$ cat src/wiu_pkg.sv
// Purpose: Constants for the wake-up / interrupt line unit
// Assumes: 8-bit register port, byte addresses as printed
// Notes:   Pending registers sit at the two addresses after the polarity pair
`default_nettype none
package wiu_pkg;
  localparam int          ADDR_W          = 8;
  localparam int          DATA_W          = 8;
  localparam int          LINES           = 16;
  localparam logic [7:0]  ADDR_CONTROL    = 8'hF9;
  localparam logic [7:0]  ADDR_MASK_HI    = 8'hFA;
  localparam logic [7:0]  ADDR_MASK_LO    = 8'hFB;
  localparam logic [7:0]  ADDR_POL_HI     = 8'hFC;
  localparam logic [7:0]  ADDR_POL_LO     = 8'hFD;
  localparam logic [7:0]  ADDR_PEND_HI    = 8'hFE;
  localparam logic [7:0]  ADDR_PEND_LO    = 8'hFF;
  localparam int          BIT_WAKE_MODE   = 0;
  localparam int          BIT_SRC_SEL     = 1;
  localparam int          BIT_SLEEP       = 2;
  localparam logic [7:0]  RST_REG         = 8'h00;
  localparam logic [15:0] RST_LINES       = 16'h0000;
  typedef enum logic [1:0] {
    SEQ_IDLE,
    SEQ_GOT1,
    SEQ_GOT10,
    SEQ_STOPPED
  } wiu_seq_e;
endpackage
`default_nettype wire

$ cat src/wiu_top.sv
// Purpose: Sixteen edge-triggered wake-up / interrupt lines with guarded sleep entry
// Assumes: wake_line_in and ext_int_pin_in are asynchronous pins
// Notes:   stop_req_out tells the clock unit to stop; stop_ack_in says it has stopped
//
// Chosen here: the address-and-strobe port.
`default_nettype none
module wiu_top #(
  parameter int LINES = wiu_pkg::LINES
) (
  input  wire logic                       mclk_in,
  input  wire logic                       rst_n_in,
  input  wire logic [wiu_pkg::ADDR_W-1:0] addr_in,
  input  wire logic [wiu_pkg::DATA_W-1:0] wdata_in,
  input  wire logic                       wr_in,
  input  wire logic                       rd_in,
  output logic      [wiu_pkg::DATA_W-1:0] rdata_out,
  input  wire logic [LINES-1:0]           wake_line_in,
  input  wire logic                       ext_int_pin_in,
  input  wire logic                       stop_ack_in,
  output logic                            stop_req_out,
  output logic                            wake_event_out,
  output logic                            channel_out
);

  typedef wiu_pkg::wiu_seq_e wiu_seq_state_t;

  logic [LINES-1:0] line_s1_ff;
  logic [LINES-1:0] line_s2_ff;
  logic [LINES-1:0] line_d_ff;
  logic             pin_s1_ff;
  logic             pin_s2_ff;
  logic [7:0]       ctrl_ff;
  logic [7:0]       nxt_ctrl;
  logic [15:0]      mask_ff;
  logic [15:0]      nxt_mask;
  logic [15:0]      pol_ff;
  logic [15:0]      nxt_pol;
  logic [15:0]      pend_ff;
  logic [15:0]      nxt_pend;
  wiu_seq_state_t   seq_ff;
  logic [7:0]       rdata_ff;
  logic             chan_ff;

  // Write decode shared by every register
  function automatic logic wr_hit
  (
    input logic                       wr,
    input logic [wiu_pkg::ADDR_W-1:0] addr,
    input logic [wiu_pkg::ADDR_W-1:0] target
  );
    wr_hit = wr && (addr == target);
  endfunction

  wire        wr_ctrl   = wr_hit(wr_in, addr_in, wiu_pkg::ADDR_CONTROL);
  wire        wr_mhi    = wr_hit(wr_in, addr_in, wiu_pkg::ADDR_MASK_HI);
  wire        wr_mlo    = wr_hit(wr_in, addr_in, wiu_pkg::ADDR_MASK_LO);
  wire        wr_phi    = wr_hit(wr_in, addr_in, wiu_pkg::ADDR_POL_HI);
  wire        wr_plo    = wr_hit(wr_in, addr_in, wiu_pkg::ADDR_POL_LO);
  wire        wr_dhi    = wr_hit(wr_in, addr_in, wiu_pkg::ADDR_PEND_HI);
  wire        wr_dlo    = wr_hit(wr_in, addr_in, wiu_pkg::ADDR_PEND_LO);
  wire        wbit      = wdata_in[wiu_pkg::BIT_SLEEP];
  wire        wake_mode = ctrl_ff[wiu_pkg::BIT_WAKE_MODE];
  wire        src_sel   = ctrl_ff[wiu_pkg::BIT_SRC_SEL];

  // Edge detect on synchronised lines; an edge during a polarity write is dropped
  wire [15:0] rise      = line_s2_ff & ~line_d_ff;
  wire [15:0] fall      = ~line_s2_ff & line_d_ff;
  wire [15:0] trig      = (pol_ff & rise) | (~pol_ff & fall);
  wire        pol_wr    = wr_phi || wr_plo;
  wire [15:0] hw_set    = pol_wr ? 16'h0000 : trig;

  wire [15:0] armed     = pend_ff & mask_ff;
  wire        any_armed = |armed;
  // Wake event needs wake mode regardless of source select
  wire        wake_evt  = wake_mode && any_armed;
  wire        accept_ok = wake_mode && !any_armed && (|mask_ff);

  // Per-line request while source select is set; the channel sees pin or lines
  wire        line_req  = src_sel && any_armed;
  wire        chan_src  = src_sel ? line_req : pin_s2_ff;

  // Pending register writes: software data, with hardware set winning over clear
  always_comb
  begin
    nxt_pend = pend_ff;
    if (wr_dhi)
    begin
      nxt_pend[15:8] = wdata_in;
    end
    if (wr_dlo)
    begin
      nxt_pend[7:0] = wdata_in;
    end
    // A trigger in the same cycle as a software clear must not be lost
    nxt_pend = nxt_pend | hw_set;
  end

  always_comb
  begin
    nxt_mask = mask_ff;
    if (wr_mhi)
    begin
      nxt_mask[15:8] = wdata_in;
    end
    if (wr_mlo)
    begin
      nxt_mask[7:0] = wdata_in;
    end
  end

  always_comb
  begin
    nxt_pol = pol_ff;
    if (wr_phi)
    begin
      nxt_pol[15:8] = wdata_in;
    end
    if (wr_plo)
    begin
      nxt_pol[7:0] = wdata_in;
    end
  end

  // Sleep sequence: control byte keeps mode and source; sleep bit follows sequencer.
  // A repeated 1 restarts the sequence; any write to another address breaks it.
  logic           sleep_bit;
  wiu_seq_state_t nxt_seq;
  always_comb
  begin
    nxt_seq = seq_ff;
    unique case (seq_ff)
      wiu_pkg::SEQ_IDLE:
      begin
        if (wr_ctrl && wbit)
        begin
          nxt_seq = wiu_pkg::SEQ_GOT1;
        end
      end
      wiu_pkg::SEQ_GOT1:
      begin
        if (wr_ctrl && !wbit)
        begin
          nxt_seq = wiu_pkg::SEQ_GOT10;
        end
        else if (wr_ctrl && wbit)
        begin
          nxt_seq = wiu_pkg::SEQ_GOT1;
        end
        else if (wr_in)
        begin
          nxt_seq = wiu_pkg::SEQ_IDLE;
        end
      end
      wiu_pkg::SEQ_GOT10:
      begin
        if (wr_ctrl && wbit && accept_ok)
        begin
          nxt_seq = wiu_pkg::SEQ_STOPPED;
        end
        else if (wr_in)
        begin
          // Refused or broken: back to idle, so the sleep bit reads clear
          nxt_seq = wiu_pkg::SEQ_IDLE;
        end
      end
      wiu_pkg::SEQ_STOPPED:
      begin
        // Wake wins over a write-cancel in the same cycle
        if (wake_evt)
        begin
          nxt_seq = wiu_pkg::SEQ_IDLE;
        end
        else if (wr_in && !stop_ack_in)
        begin
          // Until the clock unit confirms the stop, a write still blocks entry
          nxt_seq = wiu_pkg::SEQ_IDLE;
        end
      end
    endcase
  end

  assign sleep_bit = (seq_ff == wiu_pkg::SEQ_GOT1) || (seq_ff == wiu_pkg::SEQ_STOPPED);

  always_comb
  begin
    nxt_ctrl = ctrl_ff;
    if (wr_ctrl)
    begin
      nxt_ctrl[wiu_pkg::BIT_WAKE_MODE] = wdata_in[wiu_pkg::BIT_WAKE_MODE];
      nxt_ctrl[wiu_pkg::BIT_SRC_SEL]   = wdata_in[wiu_pkg::BIT_SRC_SEL];
    end
  end

  // Read mux; unmapped addresses read zero
  logic [7:0] rd_mux;
  always_comb
  begin
    rd_mux = 8'h00;
    unique case (addr_in)
      wiu_pkg::ADDR_CONTROL: rd_mux = {5'h00, sleep_bit, src_sel, wake_mode};
      wiu_pkg::ADDR_MASK_HI: rd_mux = mask_ff[15:8];
      wiu_pkg::ADDR_MASK_LO: rd_mux = mask_ff[7:0];
      wiu_pkg::ADDR_POL_HI:  rd_mux = pol_ff[15:8];
      wiu_pkg::ADDR_POL_LO:  rd_mux = pol_ff[7:0];
      wiu_pkg::ADDR_PEND_HI: rd_mux = pend_ff[15:8];
      wiu_pkg::ADDR_PEND_LO: rd_mux = pend_ff[7:0];
      default:               rd_mux = 8'h00;
    endcase
  end

  // Synchronisers; second stage only feeds logic
  always_ff @(posedge mclk_in or negedge rst_n_in)
  begin
    if (!rst_n_in)
    begin
      line_s1_ff <= wiu_pkg::RST_LINES;
      line_s2_ff <= wiu_pkg::RST_LINES;
      line_d_ff  <= wiu_pkg::RST_LINES;
    end
    else
    begin
      line_s1_ff <= wake_line_in;
      line_s2_ff <= line_s1_ff;
      line_d_ff  <= line_s2_ff;
    end
  end

  // Pin path has no edge stage; the channel consumer finds the edge itself
  always_ff @(posedge mclk_in or negedge rst_n_in)
  begin
    if (!rst_n_in)
    begin
      pin_s1_ff <= 1'b0;
      pin_s2_ff <= 1'b0;
    end
    else
    begin
      pin_s1_ff <= ext_int_pin_in;
      pin_s2_ff <= pin_s1_ff;
    end
  end

  always_ff @(posedge mclk_in or negedge rst_n_in)
  begin
    if (!rst_n_in)
    begin
      ctrl_ff <= wiu_pkg::RST_REG;
      mask_ff <= wiu_pkg::RST_LINES;
      pol_ff  <= wiu_pkg::RST_LINES;
    end
    else
    begin
      ctrl_ff <= nxt_ctrl;
      mask_ff <= nxt_mask;
      pol_ff  <= nxt_pol;
    end
  end

  always_ff @(posedge mclk_in or negedge rst_n_in)
  begin
    if (!rst_n_in)
    begin
      pend_ff <= wiu_pkg::RST_LINES;
      seq_ff  <= wiu_pkg::SEQ_IDLE;
    end
    else
    begin
      pend_ff <= nxt_pend;
      seq_ff  <= nxt_seq;
    end
  end

  // Read data stand only in the cycle after the strobe, zero otherwise
  always_ff @(posedge mclk_in or negedge rst_n_in)
  begin
    if (!rst_n_in)
    begin
      rdata_ff <= wiu_pkg::RST_REG;
      chan_ff  <= 1'b0;
    end
    else
    begin
      rdata_ff <= rd_in ? rd_mux : 8'h00;
      chan_ff  <= chan_src;
    end
  end

  // With source select set, an armed pending clear that leaves others set pulls the channel low for one cycle,
  // so the consumer sees a fresh rising edge
  wire clr_any  = |(pend_ff & ~nxt_pend & mask_ff);
  logic gap_ff;
  always_ff @(posedge mclk_in or negedge rst_n_in)
  begin
    if (!rst_n_in)
    begin
      gap_ff <= 1'b0;
    end
    else
    begin
      gap_ff <= src_sel && clr_any;
    end
  end

  assign rdata_out      = rdata_ff;
  assign stop_req_out   = (seq_ff == wiu_pkg::SEQ_STOPPED);
  assign wake_event_out = wake_evt;
  assign channel_out    = chan_ff && !gap_ff;

endmodule
`default_nettype wire

$ cat config.mk
export PLATFORM = sky130hd
export DESIGN_NAME = wiu_top
export DESIGN_NICKNAME = d
export VERILOG_FILES = /design/src/wiu_pkg.sv /design/src/wiu_top.sv
export SDC_FILE = /design/constraint.sdc
export NUM_CORES = 1
export LEC_CHECK = 0
export BUFFER_PORTS_ARGS = -buffer_cell sky130_fd_sc_hd__buf_4
export CORE_MARGIN = 2
export CORE_UTILIZATION = 58
export CTS_CLUSTER_SIZE = 25
export DETAILED_ROUTE_END_ITERATION = 8
export PLACE_DENSITY = 0.79
export SYNTH_ARGS = -nofsm -noshare
export SYNTH_HDL_FRONTEND = slang
export SYNTH_SLANG_ARGS = --single-unit
$ cat constraint.sdc
create_clock -name mclk_in -period 2.4 [get_ports mclk_in]
set_clock_uncertainty 0.2 [all_clocks]
set_input_delay 0.12 -clock mclk_in [delete_from_list [all_inputs] [get_ports mclk_in]]
set_output_delay 0.12 -clock mclk_in [all_outputs]
set_load 0.05 [all_outputs]
==> impl_metrics.csv, run 1 <==
group,metric,value,unit
place,dpl.hpwl,7920,µm
sta,final_max_slew_viol_count,0,
global_route,first_global_vias,3525,
yosys,syn_area_per_cell,12.4,µm²
yosys,ys_warn_count,0,
clocking,cts_inserted_buffers,9,
power_and_ir_drop,power.leakage,2.66,nW
yosys,syn-num-nets,433,
yosys,ys_top_cells_by_area,"sky130_fd_sc_hd__dfrtp_1 (57%), sky130_fd_sc_hd__mux2_2 (8.3%), sky130_fd_sc_hd__mux2i_1 (5.5%)",
clocking,htree_levels,3,
final_layout,count_of_nets_after_finishing,514,
yosys,synth_top_cell_by_area,"sky130_fd_sc_hd__dfrtp_1",
floorplanning,fp.dieH,95.7,µm
setup_path,worstSetupEndpointType,"output port",
clocking,cts.reportedPaths.clkPinSlew,110,ps
sta,setup_repair_after_global_routing_missed_its_margin,"no",
detailed_routing,remaining_number_of_nets_flagged_by_the_antenna_check_after_routing,0,
final_layout,layout.filler_cells,591,
sta,final.setup.worst_slack,277,ps
yosys,synth_edf_count,0,
place,place_congestion,0.895,
sta,post-route-min-period,2120,ps
sta,transition_at_the_pin_with_the_smallest_max_transition_slack,705,ps
clocking,clock-root-buffer,"sky130_fd_sc_hd__clkbuf_8",
sta,ratio_of_final_minimum_period_to_clock_period,88.4,%
setup_path,cp-start-kind,"flop",
setup_path,worst_endpoint_required_time,2080,ps
setup_path,critical_path_class,"flop to output port",
sta,timing_hold_violations_final,0,
floorplanning,initial_core_util,59.7,%
floorplanning,die_area,0.00916,mm²
final_layout,layout-drive-gt1-share,25.4,%
yosys,synthMostInstantiatedCell,"sky130_fd_sc_hd__dfrtp_1",
yosys,ys_async_sr_fraction,100,%
setup_path,data_arrival_time_of_the_critical_path,1800,ps
global_route,grt.overflow.total,0,
global_route,grt_max_degree,49,
yosys,synth.lib_cells_used.distinct,52,
setup_path,timing.critical_path.fanout_max,5,
final_layout,multi_input_area,0.00200,mm²
sta,worst_slew_margin_rel,51.8,%
power_and_ir_drop,peakVddDrop,0.515,mV
yosys,part_of_the_yosys_area_used_for_sequential_elements,57.4,%
place,detailedPlace.worstSlack,351,ps
detailed_routing,routed-via-count,3584,
detailed_routing,route.detailed.vias_per_inst,6.13,
yosys,synth_top_area_share,57.4,%
global_route,gr_usage_total,27.2,%
outcome,run_status,"complete, no violations",
final_layout,antenna_cells,0,
flow_run,max_cap_viol_count,0,
sta,setup_viol,0,
power_and_ir_drop,power.internal,2.63,mW
global_route,antenna_found_initial,0,
clocking,post-cts-setup-buffer-count,0,
floorplanning,fp-row-count,33,
power_and_ir_drop,proportion_of_power_drawn_by_the_clock_network,33.6,%
final_layout,seq_area,0.00280,mm²
detailed_routing,drcViolationCount,0,
worst_hold_path,holdCritPathClass,"input pin to async pin",
global_route,grt_pass1_wl,18300,µm
power_and_ir_drop,power.net_switching,0.925,mW
final_layout,areaGrowthSynthToFinish,20.2,%
clocking,clockBufferDepth,2,
yosys,netlist_top_cells_count,"sky130_fd_sc_hd__dfrtp_1 (112), sky130_fd_sc_hd__mux2_2 (36), sky130_fd_sc_hd__nand2_1 (28), sky130_fd_sc_hd__nor2_1 (28), sky130_fd_sc_hd__mux2i_1 (27)",
yosys,ys_seq_elements,112,
sta,timing.setup.tns,0,ps
clocking,clock_sinks,112,
clocking,clk-insertion-delay-late,380,ps
power_and_ir_drop,power-per-cell-area,606,mW/mm²
detailed_routing,drt_pass1_iterations,5,
floorplanning,pin_count,49,
floorplanning,die_width,95.7,µm
detailed_routing,dr.first_iter.drc_count,250,
power_and_ir_drop,pwr-share-seq,56.7,%
yosys,netlist_area_pre_place,0.00488,mm²
yosys,dominant_register_cell_in_the_synthesized_netlist,"sky130_fd_sc_hd__dfrtp_1",
power_and_ir_drop,switching_share,26.0,%
place,numPortBuffers,48,
final_layout,post-route-util,71.7,%
detailed_routing,detail_route.wl_per_cell,20.2,µm
sta,clock.fmax,0.471,GHz
floorplanning,floorplan.core_area,0.00818,mm²
clocking,cts_tree,"yes",
detailed_routing,wl,11800,µm
power_and_ir_drop,share_comb_of_total_power,9.7,%
yosys,netlist_instances,395,
==> layout by cell type (no fill, tap or decap), drive strengths merged, types with 2 or more instances in the layout <==
cell type    count
nand4            6
mux2            36
and2             2
nand2b           2
and3b           13
a2111oi         10
dlygate4sd3     28
clkbuf           9
nor3b            3
nor4             5
nor4b            2
nand3b           2
nand3            6
nor2b            4
mux2i           27
a22o             3
inv              7
a221oi           2
a21oi           26
a22oi           14
buf             54
nor2            30
and3             5
nand2           31
o22a             5
nor3             4
dfrtp          112
o21ai           19
==> cells by family after synthesis <==
kind of cell    after synthesis  synth area share [%]
mux                          63                  13.8
flops                       112                  57.4
buf+inv                      15                  1.69
compound gates               90                  12.4
simple gates                115                  14.7
==> area by class of cell <==
| cell class | count | share of cell area (%) |
|---|---|---|
| clock inverters | 6 | 1.47 |
| multi-input cells | 268 | 34.1 |
| inverters | 3 | 0.192 |
| repair buffers | 82 | 12.1 |
| clock buffers | 9 | 2.11 |
| well taps | 105 | 2.24 |
| flip-flops and latches | 112 | 47.8 |
==> critical path, stage by stage, from the launching register on <==
cell,delay [ps]
sky130_fd_sc_hd__dfrtp_1,480
sky130_fd_sc_hd__a22oi_1,260
sky130_fd_sc_hd__nand4_1,130
sky130_fd_sc_hd__nor3_2,280
sky130_fd_sc_hd__nor2_1,70
sky130_fd_sc_hd__buf_4,200
==> metal layers <==
layer	GRT usage (%)	up-vias	routed length [µm]
met4	11.3	0	372
met2	41.9	146	5630
met3	7.83	28	847
met1	36.6	1775	4990
met5	0	-	0
li1	-	1635	-
==> registers in the layout, summed over array words and instances, names as in the netlist, 2 cells and up <==
| name | flops |
|---|---|
| line_s1_ff | 16 |
| line_d_ff | 16 |
| mask_ff | 16 |
| seq_ff | 2 |
| rdata_out | 8 |
| line_s2_ff | 16 |
| ctrl_ff | 2 |
| pol_ff | 16 |
| pend_ff | 16 |
==> repair_timing <==
action | 4_1_cts | 5_1_grt
resized for setup | 0 | 1
setup endpoints to repair | 0 | 1
hold endpoints to repair | 181 | 0
hold buffers | 28 | 0
==> power by group through the flow <==
stage	clock network, mW	logic, mW	registers, mW
final	1.19	0.343	2.02
after global placement	0	0.296	2.05
after global routing	1.28	0.376	2.03
after CTS	1.21	0.341	2.01
after floorplan	0	0.163	2.03
after detailed placement	0	0.304	2.05
==> metrics by stage <==
stage	power, mW	instances	instance area, µm²	hold WS [ps]
final	3.55	585	5870	11.9
after global placement	2.34	542	5370	-133
after CTS	3.57	585	5860	17.1
after floorplan	2.20	395	4880	-376
after global routing	3.68	585	5870	31.7
after detailed placement	2.36	542	5370	-127
==> path summary, 6_finish.rpt <==
path | slack, ps | start | cells after the start | to
max | 280 | mask_ff[0] | 5 | wake_event_out
min | 10 | rst_n_in | 2 | pol_ff[2]
max reg2reg | 370 | pol_ff[1] | 5 | gap_ff
min reg2reg | 160 | line_s1_ff[14] | 0 | line_s2_ff[14]
max in group asynchronous | 1390 | rst_n_in | 3 | mask_ff[4]
min in group mclk_in | 30 | addr_in[2] | 4 | rdata_out[1]
Power figures use the tool's default switching activity.
==> run 2, diff against run 1 <==
--- a/config.mk
+++ b/config.mk
@@ -7,10 +7,10 @@
 export LEC_CHECK = 0
 export BUFFER_PORTS_ARGS = -buffer_cell sky130_fd_sc_hd__buf_4
 export CORE_MARGIN = 2
-export CORE_UTILIZATION = 58
+export CORE_UTILIZATION = 63
 export CTS_CLUSTER_SIZE = 25
 export DETAILED_ROUTE_END_ITERATION = 8
-export PLACE_DENSITY = 0.79
+export PLACE_DENSITY = 0.84
 export SYNTH_ARGS = -nofsm -noshare
 export SYNTH_HDL_FRONTEND = slang
 export SYNTH_SLANG_ARGS = --single-unit
==> constraint.sdc (replaced) <==
create_clock -name mclk_in -period 2.67 [get_ports mclk_in]
set_clock_uncertainty 0.2 [all_clocks]
set_input_delay 0.1335 -clock mclk_in [delete_from_list [all_inputs] [get_ports mclk_in]]
set_output_delay 0.1335 -clock mclk_in [all_outputs]
set_load 0.05 [all_outputs]
==> impl_metrics.csv, run 2 (same netlist as run 1, synthesis figures left out) <==
group,metric,value,unit
outcome,run_status,"complete, no violations",
final_layout,finalNonFillerCells,581,
detailed_routing,route.detailed.vias_per_inst,6.27,
power_and_ir_drop,power.leakage,2.62,nW
floorplanning,pin_count,49,
power_and_ir_drop,power-per-cell-area,523,mW/mm²
floorplanning,die_area,0.00847,mm²
flow_run,max_cap_viol_count,0,
setup_path,critical_path_class,"flop to output port",
final_layout,layout-drive-gt1-share,24.8,%
global_route,antenna_found_initial,0,
detailed_routing,drt_pass1_iterations,5,
floorplanning,fp-row-count,32,
setup_path,worstSetupEndpointType,"output port",
clocking,post-cts-setup-buffer-count,0,
clocking,cts_resized,0,
final_layout,fin_area,0.00579,mm²
place,dpl.hpwl,7550,µm
sta,worst_hold_slack,29.4,ps
clocking,htree_levels,3,
sta,clock.fmax,0.429,GHz
detailed_routing,wl,11100,µm
detailed_routing,remaining_number_of_nets_flagged_by_the_antenna_check_after_routing,0,
clocking,cts.reportedPaths.clkPinSlew,100,ps
detailed_routing,drcViolationCount,0,
place,number_of_cells_after_detailed_placement,537,
global_route,first_global_vias,3531,
power_and_ir_drop,peakVddDrop,0.393,mV
setup_path,data_arrival_time_of_the_critical_path,2000,ps
sta,timing.setup.tns,0,ps
final_layout,antenna_cells,0,
setup_path,timing.critical_path.fanout_max,5,
clocking,clk-insertion-delay-late,380,ps
detailed_routing,routed-via-count,3640,
sta,transition_at_the_pin_with_the_smallest_max_transition_slack,738,ps
global_route,grt_max_degree,70,
sta,timing_hold_violations_final,0,
final_layout,areaGrowthSynthToFinish,18.7,%
place,numPortBuffers,48,
clocking,clockBufferDepth,2,
sta,setup_repair_after_global_routing_missed_its_margin,"no",
floorplanning,fp.dieH,92.0,µm
setup_path,worst_endpoint_required_time,2340,ps
detailed_routing,detail_route.wl_per_cell,19.1,µm
sta,worst_slew_margin_rel,49.5,%
floorplanning,floorplan.core_area,0.00761,mm²
setup_path,timing.reg2reg.setup_slack,560,ps
worst_hold_path,timing.hold.worst_path_depth,4,
sta,final_max_slew_viol_count,0,
final_layout,count_of_nets_after_finishing,512,
global_route,grt_pass1_wl,17900,µm
final_layout,layout.filler_cells,507,
clocking,cts_inserted_buffers,9,
worst_hold_path,holdCritPathClass,"input pin to flop",
place,postPlaceCellArea,0.00534,mm²
clocking,clock-root-buffer,"sky130_fd_sc_hd__clkbuf_8",
global_route,grt.overflow.total,0,
final_layout,most-common-layout-cells,"sky130_fd_sc_hd__dfrtp_1 (112), sky130_fd_sc_hd__buf_4 (51), sky130_fd_sc_hd__mux2_2 (36)",
sta,ratio_of_final_minimum_period_to_clock_period,87.3,%
setup_path,cp-start-kind,"flop",
global_route,gr_usage_total,28.1,%
detailed_routing,dr.first_iter.drc_count,298,
clocking,clock_sinks,112,
floorplanning,die_width,92.0,µm
floorplanning,initial_core_util,64.1,%
sta,setup_viol,0,
final_layout,final_common_cell,"sky130_fd_sc_hd__dfrtp_1",
clocking,cts_tree,"yes",
sta,post-route-min-period,2330,ps
place,place_congestion,0.964,
setup_path,worst_r2r_path_depth,5,
[run 2: layout make-up]
class | instances | area, µm² | share of cell area [%]
Clock inverter | 6 | 43.8 | 0.756
Timing Repair Buffer | 80 | 683 | 11.8
Sequential cell | 112 | 2800 | 48.4
Multi-Input combinational cell | 268 | 1990 | 34.4
Tap cell | 102 | 128 | 2.20
Inverter | 3 | 11.3 | 0.194
Clock buffer | 10 | 128 | 2.20
[run 2: stage by stage]
| step | setup slack (ps) | utilization (%) | power (mW) |
|---|---|---|---|
| finish | 340 | 76.1 | 3.03 |
| global route | 265 | 76.1 | 3.15 |
| CTS | 410 | 76.1 | 3.04 |
| detailed placement | 570 | 70.2 | 2.11 |
| global placement | 641 | 70.2 | 2.10 |
| floorplan | 895 | - | 1.97 |
[run 2: final timing paths]
check	startpoint	to
worst max-delay path	mask_ff[4]	wake_event_out
worst min-delay path	addr_in[2]	rdata_out[2]
worst max register to register	mask_ff[4]	seq_ff[0]
worst min register to register	line_s1_ff[14]	line_s2_ff[14]
max in group asynchronous	rst_n_in	line_s1_ff[12]
min in group asynchronous	rst_n_in	rdata_out[2]
[run 2: power breakdown]
| group | internal, mW | leakage (nW) | total (mW) | switching [mW] |
|---|---|---|---|---|
| registers | 1.76 | 1.36 | 1.81 | 0.0503 |
| logic | 0.141 | 1.18 | 0.302 | 0.161 |
| clock network | 0.345 | 0.0870 | 0.916 | 0.571 |
| total | 2.25 | 2.62 | 3.03 | 0.783 |
[run 2: repair_timing]
action                                 CTS  global route
hold buffers                            28             0
endpoints found under the hold margin  113             0
setup endpoints to repair                0             0
[run 2: worst max-delay path, stage by stage, from the launching register on]
cell                      delay (ps)
sky130_fd_sc_hd__dfrtp_1         440
sky130_fd_sc_hd__a22oi_1         290
sky130_fd_sc_hd__nand4_1         140
sky130_fd_sc_hd__nor3_1          460
sky130_fd_sc_hd__nor2_1           80
sky130_fd_sc_hd__buf_4           210
[run 2: per-layer routing]
| layer | share of wire [%] | track usage [%] | vias to the layer above |
|---|---|---|---|
| met5 | 0 | 0 | - |
| met4 | 4.3 | 12.7 | 0 |
| met3 | 6.6 | 6.57 | 36 |
| met2 | 47 | 44.2 | 129 |
| met1 | 42 | 37.7 | 1838 |
| li1 | - | - | 1637 |
